==> src/lnb_protection_diag_pkg.sv <==
// constants for the antenna supply protection and diagnostic registers
// Contract
// - protection control register sits at address 0x5, writable and readable
// - overload restart mode set: overload clears channel select bits, output off
// - thermal restart mode set: overheat clears all select bits, output off
// - thermal restart mode clear: keep selects, output returns after overheat
// - both status registers are read only; writes to them are ignored
// - status address 0x0: bit 0 channel a overload, bit 1 channel b
// - status bit 6 reports junction overtemperature
// - status bit 7 reads 1 while input supply is below threshold
// - secondary status at address 0x1 is readable, all bits reserved
// - reset clears control register and both status registers to zero
// - select bits live at address 0x2: channel a low nibble, b high
// - all four select bits zero puts that channel in standby
// - reading a read/write register returns the byte last written; the select register reads back with protection-cleared bits as zero
package lnb_protection_diag_pkg;
	localparam int          DATA_W             = 8;
	localparam int          ADDR_W             = 8;
	localparam int          VOLTAGE_SELECT_BITS_W             = 4;
	localparam int          COND_W             = 4;

	localparam logic [7:0]  ADDR_STATUS_PRI    = 8'h00;
	localparam logic [7:0]  ADDR_STATUS_SEC    = 8'h01;
	localparam logic [7:0]  ADDR_VOLTAGE_SELECT_BITS          = 8'h02;
	localparam logic [7:0]  ADDR_PROT_CTRL     = 8'h05;

	localparam logic [7:0]  RESET_PROT_CTRL    = 8'h00;
	localparam logic [7:0]  RESET_VOLTAGE_SELECT_BITS         = 8'h00;
	localparam logic [7:0]  READ_UNMAPPED      = 8'h00;
	localparam logic [7:0]  STATUS_SEC_VALUE   = 8'h00;
	localparam logic [3:0]  VOLTAGE_SELECT_BITS_STANDBY       = 4'h0;
	localparam logic [3:0]  COND_IDLE          = 4'h0;

	localparam int          BIT_OVERLOAD_RST   = 3;
	localparam int          BIT_THERMAL_RST    = 6;
	localparam int          VOLTAGE_SELECT_BITS_A_LSB         = 0;
	localparam int          VOLTAGE_SELECT_BITS_B_LSB         = 4;

	localparam int          BIT_OC_A           = 0;
	localparam int          BIT_OC_B           = 1;
	localparam int          BIT_OVERHEAT       = 6;
	localparam int          BIT_LOW_SUPPLY     = 7;

	localparam int          COND_OC_A          = 0;
	localparam int          COND_OC_B          = 1;
	localparam int          COND_OVERHEAT      = 2;
	localparam int          COND_LOW_SUPPLY    = 3;
endpackage

==> src/lnb_protection_diag_regs.sv <==
// protection control, voltage select and diagnostic status register logic
module lnb_protection_diag_regs
	import lnb_protection_diag_pkg::*;
(
	input  wire logic              i_clk_sys,
	input  wire logic              i_rst,
	input  wire logic              i_reg_wr,
	input  wire logic [ADDR_W-1:0] i_reg_addr,
	input  wire logic [DATA_W-1:0] i_reg_wdata,
	output logic      [DATA_W-1:0] o_reg_rdata,
	input  wire logic              i_overcurrent_chan_a,
	input  wire logic              i_overcurrent_chan_b,
	input  wire logic              i_overheat,
	input  wire logic              i_low_supply,
	output logic      [VOLTAGE_SELECT_BITS_W-1:0] o_voltage_select_a,
	output logic      [VOLTAGE_SELECT_BITS_W-1:0] o_voltage_select_b,
	output logic                   o_supply_enable_a,
	output logic                   o_supply_enable_b
);

	logic [COND_W-1:0] cond_meta;
	logic [COND_W-1:0] cond_sync;
	logic [DATA_W-1:0] prot_ctrl;
	logic [DATA_W-1:0] voltage_select_bits;
	logic [DATA_W-1:0] status_pri;
	logic [DATA_W-1:0] next_rdata;
	logic              overcurrent_flag_chan_a;
	logic              overcurrent_flag_chan_b;
	logic              overheat_flag;
	logic              low_supply_flag;
	logic              overload_restart_mode;
	logic              thermal_restart_mode;
	logic              wr_voltage_select_bits;
	logic              wr_ctrl;
	logic              next_enable_a;
	logic              next_enable_b;

	function automatic logic chan_active(input logic [VOLTAGE_SELECT_BITS_W-1:0] sel);
		chan_active = (sel != VOLTAGE_SELECT_BITS_STANDBY);
	endfunction

	// condition comparators arrive from the analog side
	always_ff @(posedge i_clk_sys) begin
		if (i_rst) begin
			cond_meta <= COND_IDLE;
			cond_sync <= COND_IDLE;
		end else begin
			cond_meta <= {i_low_supply, i_overheat,
				i_overcurrent_chan_b, i_overcurrent_chan_a};
			cond_sync <= cond_meta;
		end
	end

	// flags mirror the synchronised condition, no latching
	assign overcurrent_flag_chan_a = cond_sync[COND_OC_A];
	assign overcurrent_flag_chan_b = cond_sync[COND_OC_B];
	assign overheat_flag           = cond_sync[COND_OVERHEAT];
	assign low_supply_flag         = cond_sync[COND_LOW_SUPPLY];

	always_comb begin
		status_pri                 = 8'h00;
		status_pri[BIT_OC_A]       = overcurrent_flag_chan_a;
		status_pri[BIT_OC_B]       = overcurrent_flag_chan_b;
		status_pri[BIT_OVERHEAT]   = overheat_flag;
		status_pri[BIT_LOW_SUPPLY] = low_supply_flag;
	end

	// only data registers decode writes; status addresses never do
	assign wr_ctrl = i_reg_wr && (i_reg_addr == ADDR_PROT_CTRL);
	assign wr_voltage_select_bits = i_reg_wr && (i_reg_addr == ADDR_VOLTAGE_SELECT_BITS);

	assign overload_restart_mode = prot_ctrl[BIT_OVERLOAD_RST];
	assign thermal_restart_mode  = prot_ctrl[BIT_THERMAL_RST];

	// control byte stored whole so it reads back as written
	always_ff @(posedge i_clk_sys) begin
		if (i_rst) begin
			prot_ctrl <= RESET_PROT_CTRL;
		end else if (wr_ctrl) begin
			prot_ctrl <= i_reg_wdata;
		end
	end

	// select bits: protection clears win over a same-cycle host write
	always_ff @(posedge i_clk_sys) begin
		if (i_rst) begin
			voltage_select_bits <= RESET_VOLTAGE_SELECT_BITS;
		end else begin
			if (wr_voltage_select_bits) begin
				voltage_select_bits <= i_reg_wdata;
			end
			if (overload_restart_mode && overcurrent_flag_chan_a) begin
				voltage_select_bits[VOLTAGE_SELECT_BITS_A_LSB +: VOLTAGE_SELECT_BITS_W] <= VOLTAGE_SELECT_BITS_STANDBY;
			end
			if (overload_restart_mode && overcurrent_flag_chan_b) begin
				voltage_select_bits[VOLTAGE_SELECT_BITS_B_LSB +: VOLTAGE_SELECT_BITS_W] <= VOLTAGE_SELECT_BITS_STANDBY;
			end
			if (thermal_restart_mode && overheat_flag) begin
				voltage_select_bits <= RESET_VOLTAGE_SELECT_BITS;
			end
		end
	end

	// output is held off during overheat and resumes with kept selects
	assign next_enable_a = chan_active(voltage_select_bits[VOLTAGE_SELECT_BITS_A_LSB +: VOLTAGE_SELECT_BITS_W]) &&
		!overheat_flag;
	assign next_enable_b = chan_active(voltage_select_bits[VOLTAGE_SELECT_BITS_B_LSB +: VOLTAGE_SELECT_BITS_W]) &&
		!overheat_flag;

	always_ff @(posedge i_clk_sys) begin
		if (i_rst) begin
			o_supply_enable_a <= 1'b0;
			o_supply_enable_b <= 1'b0;
		end else begin
			o_supply_enable_a <= next_enable_a;
			o_supply_enable_b <= next_enable_b;
		end
	end

	assign o_voltage_select_a = voltage_select_bits[VOLTAGE_SELECT_BITS_A_LSB +: VOLTAGE_SELECT_BITS_W];
	assign o_voltage_select_b = voltage_select_bits[VOLTAGE_SELECT_BITS_B_LSB +: VOLTAGE_SELECT_BITS_W];

	// read mux, registered one cycle after the address
	always_comb begin
		unique case (i_reg_addr)
			ADDR_STATUS_PRI: next_rdata = status_pri;
			ADDR_STATUS_SEC: next_rdata = STATUS_SEC_VALUE;
			ADDR_VOLTAGE_SELECT_BITS:       next_rdata = voltage_select_bits;
			ADDR_PROT_CTRL:  next_rdata = prot_ctrl;
			default:         next_rdata = READ_UNMAPPED;
		endcase
	end

	always_ff @(posedge i_clk_sys) begin
		if (i_rst) begin
			o_reg_rdata <= READ_UNMAPPED;
		end else begin
			o_reg_rdata <= next_rdata;
		end
	end

	// widths the bit map relies on
	if (DATA_W != 2 * VOLTAGE_SELECT_BITS_W) begin : g_bad_voltage_select_bits_w
		$error("select nibbles must fill the data byte");
	end
	if (COND_W != 4) begin : g_bad_cond_w
		$error("four condition inputs are expected");
	end
	if (ADDR_W < 3) begin : g_bad_addr_w
		$error("address too narrow for the register map");
	end

	// checks
	ctrl_readback_a:
	assert property (@(posedge i_clk_sys) disable iff (i_rst)
		wr_ctrl ##1 (i_reg_addr == ADDR_PROT_CTRL && !i_reg_wr)
		|=> o_reg_rdata == $past(i_reg_wdata, 2))
		else $error("control register did not read back");

	ctrl_write_a:
	assert property (@(posedge i_clk_sys) disable iff (i_rst)
		wr_ctrl |=> prot_ctrl == $past(i_reg_wdata))
		else $error("control write did not land");

	ctrl_hold_a:
	assert property (@(posedge i_clk_sys) disable iff (i_rst)
		!wr_ctrl |=> $stable(prot_ctrl))
		else $error("control register changed without write");

	overload_clear_a_a:
	assert property (@(posedge i_clk_sys)
		disable iff (i_rst)
		(overload_restart_mode && overcurrent_flag_chan_a)
		|=> o_voltage_select_a == VOLTAGE_SELECT_BITS_STANDBY)
		else $error("channel a selects kept during overload");

	overload_clear_b_a:
	assert property (@(posedge i_clk_sys)
		disable iff (i_rst)
		(overload_restart_mode && overcurrent_flag_chan_b)
		|=> o_voltage_select_b == VOLTAGE_SELECT_BITS_STANDBY ##1 !o_supply_enable_b)
		else $error("channel b not shut down on overload");

	overload_keep_a:
	assert property (@(posedge i_clk_sys) disable iff (i_rst)
		(!overload_restart_mode && overcurrent_flag_chan_a && !wr_voltage_select_bits
		&& !(thermal_restart_mode && overheat_flag))
		|=> $stable(o_voltage_select_a))
		else $error("channel a selects lost with restart mode clear");

	thermal_clear_a:
	assert property (@(posedge i_clk_sys) disable iff (i_rst)
		(thermal_restart_mode && overheat_flag)
		|=> (voltage_select_bits == RESET_VOLTAGE_SELECT_BITS) && !o_supply_enable_a
		&& !o_supply_enable_b)
		else $error("selects not cleared on overheat");

	thermal_keep_a:
	assert property (@(posedge i_clk_sys) disable iff (i_rst)
		(!thermal_restart_mode && overheat_flag && !wr_voltage_select_bits
		&& !overload_restart_mode) |=> $stable(voltage_select_bits))
		else $error("selects lost during auto restart overheat");

	heat_off_a:
	assert property (@(posedge i_clk_sys) disable iff (i_rst)
		overheat_flag |=> !o_supply_enable_a && !o_supply_enable_b)
		else $error("output enabled during overheat");

	heat_resume_a:
	assert property (@(posedge i_clk_sys) disable iff (i_rst)
		(!thermal_restart_mode && $fell(overheat_flag)
		&& chan_active(o_voltage_select_b)) |=> o_supply_enable_b)
		else $error("channel b output did not resume");

	auto_restore_a:
	assert property (@(posedge i_clk_sys) disable iff (i_rst)
		(!overheat_flag && chan_active(o_voltage_select_a))
		|=> o_supply_enable_a)
		else $error("channel a output did not resume");

	standby_off_a:
	assert property (@(posedge i_clk_sys) disable iff (i_rst)
		(o_voltage_select_b == VOLTAGE_SELECT_BITS_STANDBY) |=> !o_supply_enable_b)
		else $error("channel b enabled in standby");

	enable_sel_a:
	assert property (@(posedge i_clk_sys) disable iff (i_rst)
		o_supply_enable_a |-> $past(chan_active(o_voltage_select_a)))
		else $error("channel a enabled from standby");

	voltage_select_bits_write_a:
	assert property (@(posedge i_clk_sys) disable iff (i_rst)
		(wr_voltage_select_bits && !(overload_restart_mode && (overcurrent_flag_chan_a
		|| overcurrent_flag_chan_b))
		&& !(thermal_restart_mode && overheat_flag))
		|=> voltage_select_bits == $past(i_reg_wdata))
		else $error("select write did not land");

	voltage_select_bits_hold_a:
	assert property (@(posedge i_clk_sys) disable iff (i_rst)
		(!wr_voltage_select_bits && !(overload_restart_mode && (overcurrent_flag_chan_a
		|| overcurrent_flag_chan_b))
		&& !(thermal_restart_mode && overheat_flag)) |=> $stable(voltage_select_bits))
		else $error("select bits changed without cause");

	rd_voltage_select_bits_a:
	assert property (@(posedge i_clk_sys) disable iff (i_rst)
		(i_reg_addr == ADDR_VOLTAGE_SELECT_BITS) |=> o_reg_rdata == $past(voltage_select_bits))
		else $error("select register read mismatch");

	status_follow_a:
	assert property (@(posedge i_clk_sys) disable iff (i_rst)
		(i_reg_addr == ADDR_STATUS_PRI) |=>
		o_reg_rdata == {$past(cond_sync[COND_LOW_SUPPLY]),
		$past(cond_sync[COND_OVERHEAT]), 4'h0,
		$past(cond_sync[COND_OC_B]), $past(cond_sync[COND_OC_A])})
		else $error("primary status mismatch");

	sync_follow_a:
	assert property (@(posedge i_clk_sys) disable iff (i_rst)
		(!$past(i_rst) && !$past(i_rst, 2)) |->
		cond_sync == $past({i_low_supply, i_overheat,
		i_overcurrent_chan_b, i_overcurrent_chan_a}, 2))
		else $error("flags do not follow conditions");

	status_sec_a:
	assert property (@(posedge i_clk_sys) disable iff (i_rst)
		(i_reg_addr == ADDR_STATUS_SEC) |=> o_reg_rdata == 8'h00)
		else $error("secondary status not zero");

	status_ro_a:
	assert property (@(posedge i_clk_sys) disable iff (i_rst)
		(i_reg_wr && (i_reg_addr == ADDR_STATUS_PRI
		|| i_reg_addr == ADDR_STATUS_SEC)) |=> $stable(prot_ctrl))
		else $error("status write changed control");

	reset_zero_a:
	assert property (@(posedge i_clk_sys)
		$past(i_rst) |-> (prot_ctrl == 8'h00) && (voltage_select_bits == 8'h00)
		&& (o_reg_rdata == 8'h00))
		else $error("registers not zero after reset");

	cover_overload_c: cover property (@(posedge i_clk_sys) disable iff (i_rst)
		overload_restart_mode && chan_active(o_voltage_select_a)
		##1 overcurrent_flag_chan_a ##2 !o_supply_enable_a);

	cover_auto_restore_c: cover property (@(posedge i_clk_sys)
		disable iff (i_rst)
		!thermal_restart_mode && overheat_flag && chan_active(o_voltage_select_a)
		##1 !overheat_flag ##1 o_supply_enable_a);

	cover_ctrl_write_c: cover property (@(posedge i_clk_sys)
		disable iff (i_rst) wr_ctrl ##1 thermal_restart_mode);

	cover_heat_clear_c: cover property (@(posedge i_clk_sys)
		disable iff (i_rst)
		thermal_restart_mode && overheat_flag ##1 voltage_select_bits == RESET_VOLTAGE_SELECT_BITS);

	cover_low_supply_c: cover property (@(posedge i_clk_sys)
		disable iff (i_rst)
		(i_reg_addr == ADDR_STATUS_PRI) && low_supply_flag);

endmodule

==> config.mk <==
export PLATFORM = sky130hd
export DESIGN_NAME = lnb_protection_diag_regs
export DESIGN_NICKNAME = d
export VERILOG_FILES = /design/src/lnb_protection_diag_pkg.sv /design/src/lnb_protection_diag_regs.sv
export SDC_FILE = /design/constraint.sdc
export NUM_CORES = 1
export LEC_CHECK = 0
export BUFFER_PORTS_ARGS = -buffer_cell sky130_fd_sc_hd__clkbuf_2
export CAP_MARGIN = 20
export CORE_UTILIZATION = 40
export CTS_CLUSTER_DIAMETER = 200
export CTS_CLUSTER_SIZE = 20
export DETAILED_ROUTE_END_ITERATION = 8
export GPL_ROUTABILITY_DRIVEN = 1
export GPL_TIMING_DRIVEN = 0
export SYNTH_ARGS = -nofsm -noshare
export SYNTH_HDL_FRONTEND = slang
export SYNTH_SLANG_ARGS = --single-unit
export TNS_END_PERCENT = 20
==> constraint.sdc <==
create_clock -name i_clk_sys -period 2.1 [get_ports i_clk_sys]
set_input_delay 0.105 -clock i_clk_sys [delete_from_list [all_inputs] [get_ports i_clk_sys]]
set_output_delay 0.105 -clock i_clk_sys [all_outputs]
set_load 0.05 [all_outputs]
After elaboration in Yosys (flattened, before gate mapping)

Cells that the tools add are included.

Bits of input ports: 23
Flip-flop bits (word level): 34
Output and inout port bits: 18
Logic and storage cells: 24

Multiplexer cells: 1
Reduce and logical (&&, ||, !) cells: 13
Equality and inequality tests: 2

Operators by type and width:

| cell                                          | number |
|---|---|
| one-hot mux 8 bit (3 select lines)            | 1 |
| == test 8 x 2 -> 1 bit, second input constant | 1 |
| == test 8 x 3 -> 1 bit, second input constant | 1 |
| logical NOT 8 bit                             | 1 |
| nonzero test 4 bit                            | 2 |
| logical AND 1 bit                             | 7 |
| OR reduction 3 bit                            | 2 |
| logical NOT 1 bit                             | 1 |

Depth between registers and ports, before layout

Gate-level depths: netlist of run 1.

Word-level depth: 2
Depth in mapped cells: 4
Mapped depth without buffers: 3

Worst setup path after synthesis of run 1

OpenSTA, ideal clock, no wires.

Path type: flip-flop to flip-flop
From: register cond_sync[2]
To: register o_reg_rdata[6]
Cell stages (with the launch flop): 4
Library setup time: 0.070 ns
Clock period less this slack: 1.341 ns
Required time: 2.030 ns
Path buffers: 0
Arrival time: 1.271 ns
Setup slack: 0.759 ns
Path through: dfxtp_1 or3b_2 a2111o_1 a21oi_1

Cells in the longest elaborated chain, start to end: 1

RTL lines:

| item                               | RTL line                        | source |
|---|---|---|
| start: declaration                 | lnb_protection_diag_regs.sv:22  | `logic [COND_W-1:0] cond_sync;` |
| start signal: assignment           | lnb_protection_diag_regs.sv:50  | `cond_sync <= cond_meta;` |
| one-hot mux 8 bit (3 select lines) | lnb_protection_diag_regs.sv:125 | `unique case (i_reg_addr)` |
| end signal: assignment             | lnb_protection_diag_regs.sv:138 | `o_reg_rdata <= next_rdata;` |
| end: declaration                   | lnb_protection_diag_regs.sv:10  | `output logic [DATA_W-1:0] o_reg_rdata,` |

No other way between the ends.
A chain may end at the register's enable or synchronous reset.

Worst setup path in the final report of run 1

Ends and elaborated chain as after synthesis.

==> results of run 1 <==
==> cells by family after synthesis <==
family,share of synthesized area
buf+inv,0.0568
simple gates,0.281
compound gates,0.194
flops,0.468
==> synth_stat cells (all sizes together) (3+ instances only) <==
| library cell | instances | share of area |
|---|---|---|
| a21oi | 22 | 0.076 |
| a31o | 8 | 0.048 |
| a31oi | 3 | 0.013 |
| clkbuf | 12 | 0.031 |
| dfxtp | 34 | 0.47 |
| inv | 9 | 0.023 |
| nand2 | 4 | 0.010 |
| nand3 | 16 | 0.055 |
| nand4 | 18 | 0.077 |
| nor2b | 8 | 0.034 |
| nor4 | 4 | 0.026 |
| o31ai | 8 | 0.041 |
| or4 | 3 | 0.018 |
==> cell type report <==
| cell class | count | area [um2] |
|---|---|---|
| Inverter | 9 | 33.8 |
| Fill cell | 363 | 1610 |
| Buffer | 13 | 48.8 |
| Sequential cell | 34 | 681 |
| Multi-Input combinational cell | 107 | 691 |
| Clock inverter | 1 | 5.00 |
| Timing Repair Buffer | 43 | 235 |
| Tap cell | 46 | 57.6 |
| Clock buffer | 7 | 55.1 |
==> worst max-delay path by stage <==
stage / slack, ns / to / cells past startpoint
detailed placement: 0.39 / o_reg_rdata[5]$_SDFF_PP0_ / 5
floorplan: 0.76 / o_reg_rdata[6]$_SDFF_PP0_ / 3
finish: 0.60 / o_reg_rdata[6]$_SDFF_PP0_ / 3
CTS: 0.61 / o_reg_rdata[6]$_SDFF_PP0_ / 3
global route: 0.53 / o_reg_rdata[5]$_SDFF_PP0_ / 5
global placement: 0.39 / o_reg_rdata[7]$_SDFF_PP0_ / 5
==> per-layer routing <==
| metal | global-route usage | vias to the layer above | part of all wire |
|---|---|---|---|
| met4 | 0.0698 | 0 | 0.0056 |
| met2 | 0.320 | 59 | 0.48 |
| met3 | 0.0496 | 3 | 0.075 |
| met5 | 0 | - | 0 |
| li1 | - | 715 | - |
| met1 | 0.293 | 703 | 0.44 |
==> worst max-delay path, delay by kind of cell, from the launching register on <==
| kind | cells | cell delay (ns) |
|---|---|---|
| DFF | 1 | 0.44 |
| and+or+nand+nor | 1 | 0.46 |
| AOI/OAI and AO/OA | 2 | 0.54 |
==> metrics by stage <==
step / worst slack, ns / instances / power, mW / instance area (um2) / utilization
after floorplan: 0.759 / 163 / 0.711 / 1450 / -
after global placement: 0.395 / 248 / 0.756 / 1710 / 0.500
after detailed placement: 0.385 / 248 / 0.759 / 1710 / 0.500
after CTS: 0.613 / 259 / 1.13 / 1800 / 0.526
after global routing: 0.535 / 260 / 1.17 / 1810 / 0.529
final: 0.604 / 260 / 1.12 / 1810 / 0.529
==> power by group through the flow <==
stage               sequential (mW)  combinational (mW)  clock (mW)
detailed placement            0.670              0.0892           0
finish                        0.655              0.0968       0.369
global placement              0.670              0.0862           0
global route                  0.656               0.105       0.413
floorplan                     0.670              0.0412           0
CTS                           0.655              0.0939       0.377
==> state kept, by name, indices dropped and copies added, names as in the netlist <==
name and cells:
cond_meta 4, cond_sync 4, o_supply_enable_a 1, o_reg_rdata 8, o_supply_enable_b 1, prot_ctrl 8
voltage_select_bits 8
==> repair_timing <==
| action | in CTS | in global routing |
|---|---|---|
| resized for setup | 0 | 0 |
| endpoints found under the hold margin | 3 | 1 |
| hold buffers | 3 | 1 |
| setup buffers | 0 | 0 |
==> run_results.csv, run 1 <==
group,metric,value,unit
status,outcome,"finished clean",
setup_path,reg2reg_slack,0.60,ns
die,rows,21,
logic_synthesis,synth-seq-cells,34,
layout,drive_gt1_frac,0.290,
clock_network,cts_buffer_depth,2,
timing,fin_crit,1.50,ns
setup_path,path_class,"flip-flop to flip-flop",
setup_path,crit_start,"cond_sync[2]$_SDFF_PP0_",
logic_synthesis,syn-num-nets,186,
grt,grt_antenna_before_repair,0,
pwr,p_switching,0.272,mW
pwr,comb_power_share,0.086,
logic_synthesis,ys_types,25,
setup_path,r2r-end,"o_reg_rdata[6]$_SDFF_PP0_",
timing,max_slew_margin,0.482,
grt,grt.total_usage,0.211,
layout,mostFrequentLayoutCells,"clkbuf_2, dfxtp_1, a21oi_1",
grt,grt_pass1_vias,1295,
drt,vias_per_cell,5.69,
setup_path,rr_startpoint,"cond_sync[2]$_SDFF_PP0_",
setup_path,rr_worst_depth,3,
grt,grt_start_max_net_pins,11,
flow_run,max_cap_violations,0,
setup_path,cp-end-kind,"flip-flop",
die,die_area,0.00388,mm2
timing,finalSetupTns,0,ns
die,die_h,62.3,um
logic_synthesis,postSynthCellCount,163,
grt,grt_pass1_wl,6.41,mm
setup_path,worstSetupStartpointType,"flip-flop",
logic_synthesis,seq_area_frac_synth,0.468,
die,initial_utilization,0.426,
setup_path,crit_chain,"or3b_2, a2111o_1, a21oi_1",
pwr,switching_share,0.243,
setup_path,crit_arrival,1.77,ns
timing,finalHoldViolCount,0,
timing,whs,0.0378,ns
hold_path,hp-start,"i_reg_wdata[2]",
die,die_w,62.3,um
setup_path,slowest_stage,"or3b_2",
placed_design,io_buffers,39,
timing,worst_slew_pin_slew,0.771,ns
pwr,ir_drop,0.000363,V
layout,area_delta_synth_final,24.3,%
drt,num_vias,1480,
drt,wl,3.94,mm
hold_path,hp-class,"input port to flip-flop",
pwr,seqPwrFrac,0.584,
pwr,clockPowerShare,0.329,
layout,n_antenna_cell,0,
clock_network,ctsRootBufferMaster,"clkbuf_4",
layout,final_nets,236,
drt,drt_pass1_iterations,6,
setup_path,crit_fanout,4,
drt,drt_iter0_drc,146,
drt,drc,0,
die,coreArea,0.00342,mm2
hold_path,min_path_cells,3,
timing,fin_crit_sh,0.712,
logic_synthesis,syn_area_per_cell,8.92,um2
clock_network,cts_made_buffers,5,
timing,setup_viol,0,
logic_synthesis,synth_ff_type,"dfxtp_1",
setup_path,cpPeakStageDelay,0.46,ns
timing,finalMaxSlewViolations,0,
logic_synthesis,synth-edff-count,0,
placed_design,gp_congestion,0.913,
clock_network,clkTransAtPathRegs,0.10,ns
drt,drtAntennaViolNets,0,
logic_synthesis,synth_warnings,0,
timing,finClkSkew,0.00869,ns
pwr,powerDensity,620,mW/mm2
timing,fmax,668,MHz
clock_network,cts.htree.levels,2,
setup_path,cp.required,2.37,ns
drt,routedWlPerCell,15.1,um
placed_design,hpwl,2.84,mm
logic_synthesis,syn_area,0.00145,mm2
clock_network,cts_tree,"done",
clock_network,numClockSinks,34,
pwr,leakage,0.631,nW
timing,rsz0062_at_grt,"no",
grt,grt_overflow_total,0,
logic_synthesis,synthArstFlopShare,0,
die,io_pins,41,
hold_path,hold_end,"voltage_select_bits[2]$_SDFFE_PP0P_",
pwr,p_int,0.849,mW
layout,layout_commonest_cell,"clkbuf_2",
clock_network,clock_latency,0.33,ns
No activity file was read; power rests on OpenSTA's default activity.
==> run 2, diff against run 1 <==
--- a/config.mk
+++ b/config.mk
@@ -13,6 +13,7 @@
 export DETAILED_ROUTE_END_ITERATION = 8
 export GPL_ROUTABILITY_DRIVEN = 1
 export GPL_TIMING_DRIVEN = 0
+export PLACE_DENSITY = 0.66
 export SYNTH_ARGS = -nofsm -noshare
 export SYNTH_HDL_FRONTEND = slang
 export SYNTH_SLANG_ARGS = --single-unit
==> constraint.sdc (replaced) <==
create_clock -name i_clk_sys -period 1.3 [get_ports i_clk_sys]
set_input_delay 0.065 -clock i_clk_sys [delete_from_list [all_inputs] [get_ports i_clk_sys]]
set_output_delay 0.065 -clock i_clk_sys [all_outputs]
set_load 0.05 [all_outputs]
==> run_results.csv, run 2 (same netlist as run 1, synthesis figures left out) <==
group,metric,value,unit
status,outcome,"finished with violations",
status,violations,"setup timing",
setup_path,cp-end-kind,"flip-flop",
clock_network,cts.htree.levels,2,
pwr,total_power,1.83,mW
layout,instances_no_fill,265,
layout,fin_area,0.00189,mm2
drt,vias_per_cell,5.69,
drt,num_vias,1507,
setup_path,crit_fanout,2,
grt,grt.total_usage,0.203,
die,io_pins,41,
pwr,switching_share,0.243,
die,die_w,62.3,um
placed_design,placed_area,0.00171,mm2
die,coreArea,0.00342,mm2
grt,grt_overflow_total,0,
layout,area_delta_synth_final,30.3,%
clock_network,clkTransAtPathRegs,0.10,ns
pwr,leakage,0.665,nW
timing,worst_slew_pin_slew,0.504,ns
setup_path,path_class,"flip-flop to flip-flop",
pwr,powerDensity,964,mW/mm2
placed_design,hpwl,2.81,mm
setup_path,crit_chain,"or3b_4, a2111o_1, a21oi_2",
timing,setup_slack,-0.0141,ns
setup_path,cp.required,1.57,ns
setup_path,slowest_stage,"a2111o_1",
setup_path,cpPeakStageDelay,0.43,ns
drt,routedWlPerCell,14.4,um
timing,finalHoldViolCount,0,
layout,drive_gt1_frac,0.301,
setup_path,worst-path-buf-inv,0,
clock_network,cts_buffer_depth,2,
grt,grt_antenna_before_repair,0,
die,rows,21,
timing,fin_crit,1.31,ns
drt,drt_pass1_iterations,4,
pwr,ir_drop,0.000609,V
timing,rsz0062_at_grt,"yes",
timing,finalMaxSlewViolations,0,
grt,grt_start_max_net_pins,11,
pwr,p_switching,0.443,mW
clock_network,clock_latency,0.33,ns
setup_path,cp_top_family,"compound AO/OA/AOI/OAI gates",
hold_path,hp-class,"input port to flip-flop",
layout,mostFrequentLayoutCells,"clkbuf_2, dfxtp_1, a21oi_1",
layout,reg.largest.list,"o_reg_rdata (8), prot_ctrl (8), voltage_select_bits (8)",
drt,drc,0,
clock_network,numClockSinks,34,
timing,fmax,761,MHz
layout,n_antenna_cell,0,
die,die_area,0.00388,mm2
clock_network,cts_made_buffers,5,
placed_design,gp_congestion,0.830,
timing,finClkSkew,0.00898,ns
layout,fin_util,0.555,
pwr,comb_power_share,0.097,
pwr,p_int,1.38,mW
setup_path,worstSetupStartpointType,"flip-flop",
layout,layout_commonest_cell,"clkbuf_2",
layout,final_nets,241,
die,initial_utilization,0.426,
timing,setup_viol,1,
timing,max_slew_margin,0.664,
drt,wl,3.82,mm
flow_run,max_cap_violations,0,
placed_design,io_buffers,39,
timing,fin_crit_sh,1.01,
grt,grt_pass1_wl,6.20,mm
drt,drt_iter0_drc,79,
setup_path,crit_arrival,1.59,ns
clock_network,cts_tree,"done",
grt,grt_pass1_vias,1330,
clock_network,ctsRootBufferMaster,"clkbuf_4",
placed_design,post-place-cells,248,
pwr,seqPwrFrac,0.578,
die,die_h,62.3,um
drt,drtAntennaViolNets,0,
pwr,clockPowerShare,0.325,
run 2: cell type report:
| class | instances | area, um2 |
|---|---|---|
| clock inverter | 1 | 5.00 |
| inverter | 9 | 33.8 |
| buffer | 13 | 48.8 |
| tap | 46 | 57.6 |
| multi-input combinational | 107 | 726 |
| fill | 322 | 1520 |
| clock buffer | 7 | 55.1 |
| sequential | 34 | 686 |
| timing repair buffer | 48 | 283 |
run 2: final timing paths:
path | startpoint | endpoint | slack [ns] | cells past startpoint
max | cond_sync[2]$_SDFF_PP0_ | o_reg_rdata[6]$_SDFF_PP0_ | -0.01 | 3
min | i_reg_wdata[3] | voltage_select_bits[3]$_SDFFE_PP0P_ | 0.01 | 3
max reg2reg | cond_sync[2]$_SDFF_PP0_ | o_reg_rdata[6]$_SDFF_PP0_ | -0.01 | 3
min reg2reg | cond_meta[0]$_SDFF_PP0_ | cond_sync[0]$_SDFF_PP0_ | 0.44 | 1
run 2: power by group through the flow:
| stage | logic, mW | registers [mW] | clock network [mW] |
|---|---|---|---|
| final | 0.176 | 1.06 | 0.594 |
| after global routing | 0.189 | 1.06 | 0.662 |
| after CTS | 0.163 | 1.06 | 0.605 |
| after detailed placement | 0.140 | 1.08 | 0 |
| after global placement | 0.136 | 1.08 | 0 |
| after floorplan | 0.0666 | 1.08 | 0 |
run 2: tightest hold or removal path, delay by kind of cell:
| kind | cells | cell delay, ns |
|---|---|---|
| AOI/OAI and AO/OA | 1 | 0.06 |
| buffers and inverters | 1 | 0.11 |
| and+or+nand+nor | 1 | 0.07 |
run 2: metrics by stage:
step	TNS [ns]	worst slack, ns	hold WS, ns
2_1_floorplan	-0.0203	-0.0203	0.193
3_3_place_gp	-5.73	-0.329	0.274
3_5_place_dp	-5.96	-0.320	0.283
4_1_cts	-0.0415	-0.0415	0.0000946
5_1_grt	-0.141	-0.0943	0.00391
6_report	-0.0141	-0.0141	0.0120
run 2: layer usage:
metal	track usage	share of wire	vias up
met2	0.315	0.49	71
met3	0.0496	0.083	7
met1	0.269	0.42	705
met5	0	0	-
met4	0.0814	0.014	0
li1	-	-	724
run 2: repair_timing:
item                                   in CTS  in global routing
setup endpoints to repair                   2                 19
endpoints found under the hold margin      10                  0
setup buffers                               1                  0
pin swaps                                   1                  2
gates resized for setup                     3                  5
hold buffers                                8                  0
==> run 3, diff against run 2 <==
--- a/config.mk
+++ b/config.mk
@@ -14,6 +14,7 @@
 export GPL_ROUTABILITY_DRIVEN = 1
 export GPL_TIMING_DRIVEN = 0
 export PLACE_DENSITY = 0.66
+export SKIP_CTS_REPAIR_TIMING = 1
 export SYNTH_ARGS = -nofsm -noshare
 export SYNTH_HDL_FRONTEND = slang
 export SYNTH_SLANG_ARGS = --single-unit
==> run_results.csv, run 3 (same netlist as run 1, synthesis figures left out) <==
group,metric,value,unit
pwr,powerDensity,965,mW/mm2
setup_path,cpPeakStageDelay,0.44,ns
setup_path,cp-end-kind,"flip-flop",
setup_path,worst-path-buf-inv,0,
die,die_area,0.00388,mm2
drt,routedWlPerCell,14.3,um
hold_path,hp-class,"input port to flip-flop",
timing,fin_crit_sh,1.04,
pwr,leakage,0.665,nW
setup_path,path_depth,3,
drt,num_vias,1477,
layout,drive_gt1_frac,0.306,
clock_network,numClockSinks,34,
setup_path,cp.required,1.57,ns
setup_path,crit_arrival,1.62,ns
timing,fin_crit,1.35,ns
setup_path,worstSetupStartpointType,"flip-flop",
placed_design,io_buffers,39,
setup_path,rr_worst_depth,3,
timing,finClkSkew,0.00750,ns
pwr,ir_drop,0.000609,V
layout,reg.largest.list,"o_reg_rdata (8), prot_ctrl (8), voltage_select_bits (8)",
drt,vias_per_cell,5.57,
layout,layout_commonest_cell,"clkbuf_2",
timing,finalSetupTns,-0.0507,ns
timing,setup_viol,1,
layout,fill_cells,323,
timing,setup_slack,-0.0507,ns
grt,grt_pass1_wl,6.07,mm
clock_network,clkTransAtPathRegs,0.10,ns
timing,fmax,740,MHz
layout,regArea,686,um2
clock_network,cts_made_buffers,5,
layout,area_delta_synth_final,29.9,%
status,violations,"setup timing",
grt,grt_antenna_before_repair,0,
die,coreArea,0.00342,mm2
pwr,total_power,1.82,mW
setup_path,reg2reg_slack,-0.05,ns
setup_path,cp_top_family,"compound AO/OA/AOI/OAI gates",
setup_path,path_class,"flip-flop to flip-flop",
die,die_w,62.3,um
placed_design,hpwl,2.81,mm
grt,grt_pass1_vias,1301,
flow_run,max_cap_violations,0,
die,io_pins,41,
drt,wl,3.80,mm
setup_path,rr_startpoint,"cond_sync[2]$_SDFF_PP0_",
drt,drtAntennaViolNets,0,
hold_path,hold_end,"voltage_select_bits[7]$_SDFFE_PP0P_",
timing,rsz0062_at_grt,"yes",
clock_network,clock_latency,0.33,ns
status,outcome,"finished with violations",
clock_network,cts_buffer_depth,2,
clock_network,ctsRootBufferMaster,"clkbuf_4",
timing,worst_slew_pin_slew,0.506,ns
timing,max_slew_margin,0.662,
grt,grt.total_usage,0.200,
hold_path,min_path_cells,3,
setup_path,slowest_stage,"or3b_2",
placed_design,gp_congestion,0.830,
hold_path,hp-start,"i_reg_wdata[7]",
setup_path,crit_chain,"or3b_2, a2111o_1, a21oi_2",
timing,finalMaxSlewViolations,0,
placed_design,pre_cts_slack,-0.320,ns
grt,grt_overflow_total,0,
layout,final_nets,241,
setup_path,crit_fanout,3,
timing,finalHoldViolCount,0,
die,initial_utilization,0.426,
die,rows,21,
die,die_h,62.3,um
clock_network,cts.htree.levels,2,
drt,drc,0,
layout,mostFrequentLayoutCells,"clkbuf_2, dfxtp_1, a21oi_1",
layout,multi_input_area,723,um2
setup_path,r2r-end,"o_reg_rdata[6]$_SDFF_PP0_",
drt,drt_iter0_drc,110,
clock_network,cts_tree,"done",
layout,n_antenna_cell,0,
grt,grt_start_max_net_pins,11,
drt,drt_pass1_iterations,4,
[run 3: changes by cell type in the layout (fill, tap and decap cells not counted), sizes merged]
cell,before,now
dlygate4sd3,8,7
buf,2,3
[run 3: how the worst max path moves through the flow]
stage | startpoint | endpoint | slack (ns)
finish | cond_sync[2]$_SDFF_PP0_ | o_reg_rdata[6]$_SDFF_PP0_ | -0.05
global route | cond_sync[2]$_SDFF_PP0_ | o_reg_rdata[6]$_SDFF_PP0_ | -0.11
CTS | cond_sync[2]$_SDFF_PP0_ | o_reg_rdata[6]$_SDFF_PP0_ | -0.13
detailed placement | i_reg_addr[1] | o_reg_rdata[0]$_SDFF_PP0_ | -0.32
global placement | i_reg_addr[1] | o_reg_rdata[0]$_SDFF_PP0_ | -0.33
floorplan | cond_sync[2]$_SDFF_PP0_ | o_reg_rdata[6]$_SDFF_PP0_ | -0.02
[run 3: layout make-up]
cell class / count / area share
Multi-Input combinational cell: 107 / 0.383
Sequential cell: 34 / 0.363
Timing Repair Buffer: 48 / 0.148
Tap cell: 46 / 0.0305
Clock buffer: 7 / 0.0291
Buffer: 13 / 0.0258
Inverter: 9 / 0.0179
Clock inverter: 1 / 0.00265
[run 3: worst min-delay path, delay by kind of cell]
family | cells | cell delay, ns
buf+inv | 1 | 0.11
simple gates | 1 | 0.07
compound gates | 1 | 0.06
[run 3: metrics by stage]
| stage | hold slack, ns | cells | instance area (um2) | utilization |
|---|---|---|---|---|
| 2_1_floorplan | 0.193 | 163 | 1460 | - |
| 3_3_place_gp | 0.274 | 248 | 1710 | 0.500 |
| 3_5_place_dp | 0.283 | 248 | 1710 | 0.500 |
| 4_1_cts | -0.0646 | 256 | 1770 | 0.518 |
| 5_1_grt | 0.00391 | 265 | 1890 | 0.553 |
| 6_report | 0.0115 | 265 | 1890 | 0.553 |
[run 3: power by group]
group / switching [mW] / leakage (nW) / internal [mW]
Clock: 0.331 / 0.0353 / 0.262
Combinational: 0.106 / 0.353 / 0.0680
Sequential: 0.00409 / 0.277 / 1.05
Total: 0.441 / 0.665 / 1.38
[run 3: per-layer routing]
layer	global-route usage	up-vias	wire length, um
met1	0.269	692	1700
met4	0.0785	0	53
met2	0.305	50	1830
li1	-	728	-
met5	0	-	0
met3	0.0496	7	221
